$ cat config.mk
export PLATFORM = sky130hd
export DESIGN_NAME = ifv_irq_ctrl
export DESIGN_NICKNAME = d
export VERILOG_FILES = /design/src/hw/ifv_pkg.sv /design/src/hw/ifv_irq_ctrl.sv
export VERILOG_INCLUDE_DIRS = /design/src /design/src/hw
export SDC_FILE = /design/constraint.sdc
export NUM_CORES = 1
export LEC_CHECK = 0
export ABC_CLOCK_PERIOD_IN_PS = 3100
export BUFFER_PORTS_ARGS = -buffer_cell sky130_fd_sc_hd__buf_2
export CAP_MARGIN = 25
export CORE_ASPECT_RATIO = 0.7
export CORE_MARGIN = 3
export CORE_UTILIZATION = 51
export DETAILED_ROUTE_END_ITERATION = 12
export PLACE_DENSITY = 0.95
export SYNTH_ARGS = -nofsm -noshare
export SYNTH_HDL_FRONTEND = slang
export SYNTH_SLANG_ARGS = --single-unit
$ cat constraint.sdc
create_clock -name aclk -period 3.1 [get_ports aclk]
set_input_delay 0.93 -clock aclk [delete_from_list [all_inputs] [get_ports aclk]]
set_output_delay 0.93 -clock aclk [all_outputs]
set_load 0.01 [all_outputs]
$ cat src/hw/ifv_defs.svh
// Register offsets, field positions, reset values and vector constants for the interrupt block
// Assumes inclusion by bare name from design files
`ifndef IFV_DEFS_SVH
`define IFV_DEFS_SVH
// Byte addresses are four times the printed register index
`define IFV_IDX_CTRL     8'h0B
`define IFV_IDX_PFLAG1   8'h0C
`define IFV_IDX_PFLAG2   8'h0D
`define IFV_IDX_PEN1     8'h8C
`define IFV_IDX_PEN2     8'h8D
`define IFV_IDX_STAT     8'hF0
// Control register bits
`define IFV_B_GIE        7
`define IFV_B_PERIPHERAL_GROUP_ENABLE       6
`define IFV_B_TIMER_OVERFLOW_ENABLE       5
`define IFV_B_INTE       4
`define IFV_B_RBIE       3
`define IFV_B_TIMER_OVERFLOW_FLAG       2
`define IFV_B_EXTERNAL_PIN_FLAG       1
`define IFV_B_PORT_CHANGE_FLAG       0
// Peripheral flag register one bits
`define IFV_B_PSP        7
`define IFV_B_CONV       6
`define IFV_B_PMATCH     1
// Reset values and masks
`define IFV_RST_BYTE     8'h00
`define IFV_PF1_MASK     8'hF7
`define IFV_PF2_MASK     8'h10
`define IFV_CTRL_HWF     8'h07
`define IFV_VECTOR       13'h0004
`define IFV_TMR_MAX      8'hFF
`define IFV_RESP_OKAY    2'h0
`define IFV_RESP_SLVERR  2'h2
`endif

$ cat src/hw/ifv_pkg.sv
// Types for the interrupt flag and vector block
// Assumes nothing beyond a SystemVerilog compiler
package ifv_pkg;
  typedef enum logic [1:0] {IFV_RUN, IFV_SLEEP, IFV_ENTRY} ifv_state_t;
  typedef logic [7:0]  ifv_byte_t;
  typedef logic [12:0] ifv_pc_t;
endpackage

$ cat src/hw/ifv_irq_ctrl.sv
// Interrupt flag, enable and vector logic of an 8-bit microcontroller, AXI4-Lite registers
// Assumes aclk is the instruction-cycle clock and event inputs are one-cycle pulses
//
// Behaviour
// - Parallel port access sets its flag; it stays until software clears it.
// - Conversion completion sets the conversion done flag; it stays until software clears it.
// - Second timer count equal to its period sets the period match flag.
// - Eight-bit timer wrap from maximum to zero sets the overflow flag.
// - Timer overflow interrupt suppressed while its enable is zero.
// - Timer overflow never wakes the processor from sleep.
// - Up to eleven sources, each with its own flag bit.
// - Flags set on events regardless of any enable.
// - Global enable passes unmasked interrupts when one, blocks all when zero.
// - Vector three cycles after the take when global enable and any flag with its enables set, group enable included for peripherals.
// - Global enable forced to zero on every reset.
// - Return-from-interrupt leaves the routine and sets global enable.
// - Pin, port change and overflow flags live in the control register.
// - Peripheral flags and enables in two registers each; group enable in control.
// - On response clear global enable, push return address, load vector.
// - External event to vector takes four instruction cycles.
// - Latency identical for one-cycle and two-cycle instructions.
// - Wake from sleep on enabled interrupt other than overflow; vector only if global enable.
// - Peripheral interrupts pass only with the group enable set.
`timescale 1ns/1ps
`include "ifv_defs.svh"

module ifv_irq_ctrl #(
  parameter int ENTRY_CYCLES = 2
) (
  // Clock and reset
  input  wire logic              aclk,
  input  wire logic              aresetn,
  // AXI4-Lite write address and data
  input  wire logic [9:0]        s_axi_awaddr,
  input  wire logic              s_axi_awvalid,
  output logic                   s_axi_awready,
  input  wire logic [31:0]       s_axi_wdata,
  input  wire logic [3:0]        s_axi_wstrb,
  input  wire logic              s_axi_wvalid,
  output logic                   s_axi_wready,
  output logic [1:0]             s_axi_bresp,
  output logic                   s_axi_bvalid,
  input  wire logic              s_axi_bready,
  // AXI4-Lite read
  input  wire logic [9:0]        s_axi_araddr,
  input  wire logic              s_axi_arvalid,
  output logic                   s_axi_arready,
  output logic [31:0]            s_axi_rdata,
  output logic [1:0]             s_axi_rresp,
  output logic                   s_axi_rvalid,
  input  wire logic              s_axi_rready,
  // Event sources: one-cycle pulses and timer counts
  input  wire logic              ext_pin_evt,
  input  wire logic              port_change_evt,
  input  wire logic [7:0]        eight_bit_timer_count,
  input  wire logic [7:0]        second_timer_count,
  input  wire logic [7:0]        second_timer_period,
  input  wire logic              conversion_done_evt,
  input  wire logic              parallel_port_access,
  input  wire logic [6:0]        other_pf1_evt,
  input  wire logic              other_pf2_evt,
  // Processor core
  input  wire logic              core_sleeping,
  input  wire logic              return_from_isr,
  input  wire ifv_pkg::ifv_pc_t  core_pc,
  output logic                   core_wake,
  output logic                   core_vector,
  output ifv_pkg::ifv_pc_t       core_vector_addr,
  output logic                   stack_push,
  output ifv_pkg::ifv_pc_t       stack_push_addr
);
  import ifv_pkg::*;

  //////////////////////////////////////////////////////////////////////////////////////////////
  // Registers
  ifv_byte_t  ctrl_q, ctrl_d;
  ifv_byte_t  pf1_q, pf1_d, pf2_q, pf2_d;
  ifv_byte_t  pen1_q, pen2_q;
  ifv_byte_t  tmr_prev_q;
  ifv_state_t state_q;
  logic [1:0] entry_cnt_q;
  logic       irq_req_q;
  logic       aw_hold_q, w_hold_q;
  logic [7:0] aw_idx_q;
  logic [7:0] wbyte_q;
  logic       wstrb0_q;

  //////////////////////////////////////////////////////////////////////////////////////////////
  // AXI4-Lite decode
  wire        wr_fire  = aw_hold_q && w_hold_q && !s_axi_bvalid;
  wire        wr_en    = wr_fire && wstrb0_q;
  wire        wr_ctrl  = wr_en && (aw_idx_q == `IFV_IDX_CTRL);
  wire        wr_pf1   = wr_en && (aw_idx_q == `IFV_IDX_PFLAG1);
  wire        wr_pf2   = wr_en && (aw_idx_q == `IFV_IDX_PFLAG2);
  wire        wr_pen1  = wr_en && (aw_idx_q == `IFV_IDX_PEN1);
  wire        wr_pen2  = wr_en && (aw_idx_q == `IFV_IDX_PEN2);
  wire        wr_hit   = (aw_idx_q == `IFV_IDX_CTRL) || (aw_idx_q == `IFV_IDX_PFLAG1) ||
                         (aw_idx_q == `IFV_IDX_PFLAG2) || (aw_idx_q == `IFV_IDX_PEN1) ||
                         (aw_idx_q == `IFV_IDX_PEN2);
  wire [7:0]  ar_idx   = s_axi_araddr[9:2];
  wire        rd_fire  = s_axi_arvalid && s_axi_arready;
  wire        rd_hit   = wr_hit_f(ar_idx) || (ar_idx == `IFV_IDX_STAT);
  wire [7:0]  stat_byte = {5'h00, irq_req_q, state_q == IFV_ENTRY, state_q == IFV_SLEEP};
  wire [7:0]  rd_byte  = (ar_idx == `IFV_IDX_CTRL)   ? ctrl_q :
                         (ar_idx == `IFV_IDX_PFLAG1) ? pf1_q  :
                         (ar_idx == `IFV_IDX_PFLAG2) ? pf2_q  :
                         (ar_idx == `IFV_IDX_PEN1)   ? pen1_q :
                         (ar_idx == `IFV_IDX_PEN2)   ? pen2_q :
                         (ar_idx == `IFV_IDX_STAT)   ? stat_byte : `IFV_RST_BYTE;

  function automatic logic wr_hit_f(input logic [7:0] idx);
    wr_hit_f = (idx == `IFV_IDX_CTRL) || (idx == `IFV_IDX_PFLAG1) ||
               (idx == `IFV_IDX_PFLAG2) || (idx == `IFV_IDX_PEN1) || (idx == `IFV_IDX_PEN2);
  endfunction

  //////////////////////////////////////////////////////////////////////////////////////////////
  // Event detection
  wire t0_wrap   = (tmr_prev_q == `IFV_TMR_MAX) && (eight_bit_timer_count == `IFV_RST_BYTE);
  wire pm_evt    = second_timer_count == second_timer_period;
  wire [7:0] pf1_evt = {parallel_port_access, conversion_done_evt, other_pf1_evt[6:2],
                        pm_evt} & `IFV_PF1_MASK;
  wire [7:0] pf2_evt = {3'h0, other_pf2_evt, 4'h0};
  wire [7:0] ctl_evt = {5'h00, t0_wrap, ext_pin_evt, port_change_evt};

  // Bit 1 of the peripheral word is period match; bit 0 takes the remaining source
  wire [7:0] pf1_evt_fix = {pf1_evt[7:2], pm_evt, other_pf1_evt[0]} & `IFV_PF1_MASK;

  // Software write value, then events win over clears
  wire [7:0] ctrl_sw = wr_ctrl ? wbyte_q : ctrl_q;
  wire [7:0] pf1_sw  = wr_pf1  ? (wbyte_q & `IFV_PF1_MASK) : pf1_q;
  wire [7:0] pf2_sw  = wr_pf2  ? (wbyte_q & `IFV_PF2_MASK) : pf2_q;

  //////////////////////////////////////////////////////////////////////////////////////////////
  // Request gating
  wire [7:0] pend1   = pf1_q & pen1_q;
  wire [7:0] pend2   = pf2_q & pen2_q;
  wire       periph  = ctrl_q[`IFV_B_PERIPHERAL_GROUP_ENABLE] && (|pend1 || |pend2);
  wire       core_src = (ctrl_q[`IFV_B_TIMER_OVERFLOW_ENABLE] && ctrl_q[`IFV_B_TIMER_OVERFLOW_FLAG]) ||
                        (ctrl_q[`IFV_B_INTE] && ctrl_q[`IFV_B_EXTERNAL_PIN_FLAG]) ||
                        (ctrl_q[`IFV_B_RBIE] && ctrl_q[`IFV_B_PORT_CHANGE_FLAG]);
  wire       any_req = periph || core_src;
  // Timer overflow is not a wake source since the timer stops in sleep
  wire       wake_src = periph ||
                        (ctrl_q[`IFV_B_INTE] && ctrl_q[`IFV_B_EXTERNAL_PIN_FLAG]) ||
                        (ctrl_q[`IFV_B_RBIE] && ctrl_q[`IFV_B_PORT_CHANGE_FLAG]);
  wire       take    = ctrl_q[`IFV_B_GIE] && any_req && (state_q == IFV_RUN);
  wire       wake    = (state_q == IFV_SLEEP) && wake_src;
  wire       wake_take = wake && ctrl_q[`IFV_B_GIE];
  wire       entry_done = (state_q == IFV_ENTRY) && (entry_cnt_q == 2'(ENTRY_CYCLES - 1));

  always_comb begin
    ctrl_d = ctrl_sw | ctl_evt;
    if (take || wake_take) begin
      ctrl_d[`IFV_B_GIE] = 1'b0;
    end else if (return_from_isr) begin
      ctrl_d[`IFV_B_GIE] = 1'b1;
    end
    pf1_d = pf1_sw | pf1_evt_fix;
    pf2_d = pf2_sw | pf2_evt;
  end

  //////////////////////////////////////////////////////////////////////////////////////////////
  // Flag and enable storage
  always_ff @(posedge aclk) begin
    if (!aresetn) begin
      ctrl_q     <= `IFV_RST_BYTE;
      pf1_q      <= `IFV_RST_BYTE;
      pf2_q      <= `IFV_RST_BYTE;
      pen1_q     <= `IFV_RST_BYTE;
      pen2_q     <= `IFV_RST_BYTE;
      tmr_prev_q <= `IFV_RST_BYTE;
    end else begin
      ctrl_q     <= ctrl_d;
      pf1_q      <= pf1_d;
      pf2_q      <= pf2_d;
      tmr_prev_q <= eight_bit_timer_count;
      if (wr_pen1) begin
        pen1_q <= wbyte_q & `IFV_PF1_MASK;
      end
      if (wr_pen2) begin
        pen2_q <= wbyte_q & `IFV_PF2_MASK;
      end
    end
  end

  //////////////////////////////////////////////////////////////////////////////////////////////
  // Vector sequencer; fixed entry length gives equal latency for any instruction length
  always_ff @(posedge aclk) begin
    if (!aresetn) begin
      state_q          <= IFV_RUN;
      entry_cnt_q      <= 2'h0;
      irq_req_q        <= 1'b0;
      core_vector      <= 1'b0;
      core_vector_addr <= 13'h0000;
      stack_push       <= 1'b0;
      stack_push_addr  <= 13'h0000;
      core_wake        <= 1'b0;
    end else begin
      irq_req_q   <= any_req && ctrl_q[`IFV_B_GIE];
      core_vector <= 1'b0;
      stack_push  <= 1'b0;
      core_wake   <= wake;
      case (state_q)
        // A wake pulse outranks the sleep level that the core still shows for one cycle
        IFV_RUN: begin
          if (take) begin
            state_q         <= IFV_ENTRY;
            entry_cnt_q     <= 2'h0;
            stack_push      <= 1'b1;
            stack_push_addr <= core_pc;
          end else if (core_sleeping && !core_wake) begin
            state_q <= IFV_SLEEP;
          end
        end
        IFV_SLEEP: begin
          if (wake_take) begin
            state_q         <= IFV_ENTRY;
            entry_cnt_q     <= 2'h0;
            stack_push      <= 1'b1;
            stack_push_addr <= core_pc;
          end else if (wake) begin
            state_q <= IFV_RUN;
          end
        end
        IFV_ENTRY: begin
          entry_cnt_q <= entry_cnt_q + 2'h1;
          if (entry_done) begin
            state_q          <= IFV_RUN;
            core_vector      <= 1'b1;
            core_vector_addr <= `IFV_VECTOR;
          end
        end
        default: state_q <= IFV_RUN;
      endcase
    end
  end

  //////////////////////////////////////////////////////////////////////////////////////////////
  // AXI4-Lite slave
  always_ff @(posedge aclk) begin
    if (!aresetn) begin
      aw_hold_q     <= 1'b0;
      w_hold_q      <= 1'b0;
      aw_idx_q      <= 8'h00;
      wbyte_q       <= 8'h00;
      wstrb0_q      <= 1'b0;
      s_axi_awready <= 1'b0;
      s_axi_wready  <= 1'b0;
      s_axi_bvalid  <= 1'b0;
      s_axi_bresp   <= `IFV_RESP_OKAY;
      s_axi_arready <= 1'b0;
      s_axi_rvalid  <= 1'b0;
      s_axi_rdata   <= 32'h0000_0000;
      s_axi_rresp   <= `IFV_RESP_OKAY;
    end else begin
      s_axi_awready <= !aw_hold_q && !s_axi_awready && s_axi_awvalid;
      s_axi_wready  <= !w_hold_q && !s_axi_wready && s_axi_wvalid;
      if (s_axi_awvalid && s_axi_awready) begin
        aw_hold_q <= 1'b1;
        aw_idx_q  <= s_axi_awaddr[9:2];
      end
      if (s_axi_wvalid && s_axi_wready) begin
        w_hold_q <= 1'b1;
        wbyte_q  <= s_axi_wdata[7:0];
        wstrb0_q <= s_axi_wstrb[0];
      end
      if (wr_fire) begin
        aw_hold_q    <= 1'b0;
        w_hold_q     <= 1'b0;
        s_axi_bvalid <= 1'b1;
        s_axi_bresp  <= wr_hit ? `IFV_RESP_OKAY : `IFV_RESP_SLVERR;
      end else if (s_axi_bready) begin
        s_axi_bvalid <= 1'b0;
      end
      s_axi_arready <= !s_axi_arready && !s_axi_rvalid && s_axi_arvalid;
      if (rd_fire) begin
        s_axi_rvalid <= 1'b1;
        s_axi_rdata  <= {24'h000000, rd_byte};
        s_axi_rresp  <= rd_hit ? `IFV_RESP_OKAY : `IFV_RESP_SLVERR;
      end else if (s_axi_rready) begin
        s_axi_rvalid <= 1'b0;
      end
    end
  end
endmodule

==> results_dict.tcl <==
set metrics [dict create \
    setup_viol 0 \
    grt.total_usage_pct 20.7 \
    pwr_density_cell_nw_per_um2 499 \
    grt_first_pass_wirelength_mm 15.2 \
    post_synth.cell_area_avg_um2 8.89 \
    maxClockFrequency_mhz 454 \
    grt_start_max_net_pins 52 \
    drt_iter0_drc 260 \
    grt_antenna_before_repair 0 \
    tritoncts.num_buffers 9 \
    die_h_um 80.5 \
    later_pin_clock_latency_in_the_skew_report_ns 0.33 \
    final-instance-count-excl-fill 662 \
    hold_path_depth 2 \
    crit_buf_inv 1 \
    maxSlewViolCount 0 \
    power_switching_share_pct 23.8 \
    synth_cell_types 57 \
    slew-limit-headroom_pct 52.5 \
    area_growth_pct 18.0 \
    gpl.final_weighted_congestion 0.842 \
    postCtsResizedCells 0 \
    placement.setup.worst_slack_ns 0.612 \
    ios 184 \
    rows 26 \
    routed-via-count 3507 \
    clock_power_share_pct 41.4 \
    hpwlAfterDp_mm 7.24 \
    finalCritPeriodShare_pct 71.1 \
    leakagePower_uw 0.00216 \
    post-route-drc-count 0 \
    worst-endpoint-required_ns 3.36 \
    antennaDiodeCount 0 \
    detail_route.first_pass.iterations 6 \
    clock_root_buffer "sky130_fd_sc_hd__clkbuf_16" \
    tritoncts "built" \
    p_int_uw 1810 \
    layout_common_cells "111 x sky130_fd_sc_hd__buf_2, 88 x sky130_fd_sc_hd__dfxtp_1, 59 x sky130_fd_sc_hd__nand2_1" \
    htreeDepth 3 \
    synth_sequential_area_ratio_pct 43.5 \
    critical_path_peak_fanout 6 \
    final_util_pct 63.8 \
    die_w_um 112 \
    critical_path_class "in2reg" \
    cpPeakStageDelay_ns 0.63 \
    routed_wl_mm 9.44 \
    unrepaired_setup_endpoints_after_global_routing "no" \
    worst-slew-pin-transition_ns 0.713 \
    ant_nets 0 \
    hold_viol 0 \
    timing.critical_path.arrival_ns 2.46 \
    sequential_share_of_power_pct 50.0 \
    worstPathCellList "buf_2 > or4_1 > nor4_4 > a222oi_1 > a21oi_1" \
    core_um2 7480 \
    layout-drive-gt1-share_pct 26.2 \
    clkTransAtPathRegs_ns 0.06 \
    totalNegativeSetupSlack_ns 0 \
    ys_warn_count 0 \
    final_common_cell "sky130_fd_sc_hd__buf_2" \
    setup_slack_ns 0.895 \
    postSynthRegisterBits 88 \
    cts_hold_repair.buffers 0 \
    min-delay-path-class "reg2reg" \
    routed_wire_length_per_instance_um 14.3 \
    design.final.nets 677 \
    floorplan.initialDensity_pct 54.1 \
    critical_path_depth 5 \
    critPathCaptureType "register" \
    cap_violations 0 \
    place.detailed.instances 646 \
    global_route.overflow_total 0 \
    clk_path_buf_depth 2 \
    finalWorstPathRequiredPeriod_ns 2.20 \
    portBuffers 111 \
    number_of_global_route_vias_before_repair 3215 \
    cpMaxStageDelayCell "sky130_fd_sc_hd__or4_1" \
    via_per_inst 5.30 \
    length_in_cells_of_the_worst_reg_to_reg_path 5 \
    postCtsSetupRepairBufs 0 \
    die_area_um2 9060 \
    critical-path-top-delay-family "simple AND/OR/NAND/NOR gates" \
    finalClockSkew_ns 0.00944 \
    combPwrFrac_pct 8.6 \
    max_vdd_drop_uv 319 \
    cts.sink_count 88 \
    netlist_instances 455 \
    run_status "finished clean" \
    synth.cell_area_um2 4050 \
    critical_path.startpoint_type "input pin" \
    power.switching_uw 568 \
]
cell usage after synthesis (all sizes together):
library cell	instances	area share [%]
a22oi	1	0.19
nor3	9	1.4
nand4	4	0.93
dfxtp	88	44
nor2b	1	0.15
buf	42	8.0
and2	10	1.5
nor2	20	1.9
a31oi	6	1.3
a21oi	44	5.4
clkbuf	15	1.4
or4	1	0.19
a211oi	1	0.19
a32o	1	0.28
conb	1	0.093
nand4b	1	0.22
nor4b	1	0.59
nand3	25	3.1
mux2	2	0.56
a22o	5	1.1
nand2b	3	0.46
a221oi	3	0.65
or3	3	0.49
a222oi	3	0.74
or2	1	0.15
or4bb	1	0.28
o41ai	1	0.68
o21a	1	0.19
o32ai	1	0.22
and4bb	1	0.31
a211o	2	0.43
xor2	8	1.7
inv	19	1.8
clkinv	1	0.093
nor4	8	1.8
and3b	2	0.43
a21o	2	0.40
o22ai	1	0.15
a32oi	1	0.22
o21ai	25	3.5
nand2	59	5.5
ha	4	1.2
nand3b	2	0.37
mux2i	25	6.2
power by group through the flow:
stage          Sequential [uW]  Combinational, uW  Clock, uW
2_1_floorplan             1210                152          0
3_3_place_gp              1210                194          0
3_5_place_dp              1220                202          0
4_1_cts                   1190                204       1000
5_1_grt                   1190                230       1070
6_report                  1190                206        986
per-stage QoR:
| step | hold slack (ns) | instance area, um^2 | power, uW |
|---|---|---|---|
| global route | 0.467 | 4770 | 2490 |
| finish | 0.447 | 4770 | 2380 |
| CTS | 0.450 | 4770 | 2400 |
| detailed placement | 0.440 | 4500 | 1420 |
| global placement | 0.421 | 4500 | 1410 |
| floorplan | 0.435 | 4190 | 1360 |
final timing paths:
path                                                        from                                to  slack, ns
worst max register to register               pf1_q[5]$_SDFF_PN0_   stack_push_addr[6]$_SDFFE_PN0P_       1.06
worst min-delay path            stack_push_addr[11]$_SDFFE_PN0P_  stack_push_addr[11]$_SDFFE_PN0P_       0.45
worst max-delay path                             s_axi_araddr[9]       s_axi_rdata[5]$_SDFFE_PN0P_       0.90
worst min register to register  stack_push_addr[11]$_SDFFE_PN0P_  stack_push_addr[11]$_SDFFE_PN0P_       0.45
cells by family after synthesis:
logic type | synth area share, %
and+or+nand+nor | 19.8
AOI/OAI and AO/OA | 15.6
DFF | 43.5
buffers and inverters | 11.3
muxes | 6.74
xor gates and xnor gates | 1.73
adders and majority gates | 1.24
other | 0.0927
registers in the layout, summed over array words and instances, names as in the netlist, 2 cells and up:
name,flops
wbyte_q,8
pf1_q,7
tmr_prev_q,8
ctrl_q,8
stack_push_addr,13
aw_idx_q,8
state_q,2
pen1_q,7
s_axi_rdata,8
entry_cnt_q,2
metal layers:
metal  vias to the layer above  part of all wire (%)  track usage [%]
li1                       1720                     -                -
met1                      1623                    44             27.8
met2                       152                    47             33.1
met3                        12                   8.3             6.33
met4                         0                  0.86             4.56
met5                         -                     0                0
cell type report:
cell class / count / area [um^2]
Multi-Input combinational cell: 327 / 1970
Clock inverter: 4 / 28.8
Tap cell: 98 / 123
Timing Repair Buffer: 113 / 571
Fill cell: 640 / 2710
Clock buffer: 12 / 246
Inverter: 20 / 75.1
Sequential cell: 88 / 1760
worst min-delay path, stage by stage (launching register included):
cell and delay (ns):
sky130_fd_sc_hd__dfxtp_1 0.31, sky130_fd_sc_hd__nand2_1 0.05, sky130_fd_sc_hd__o21ai_1 0.05
Note: power is estimated with default switching activity, not from simulation.
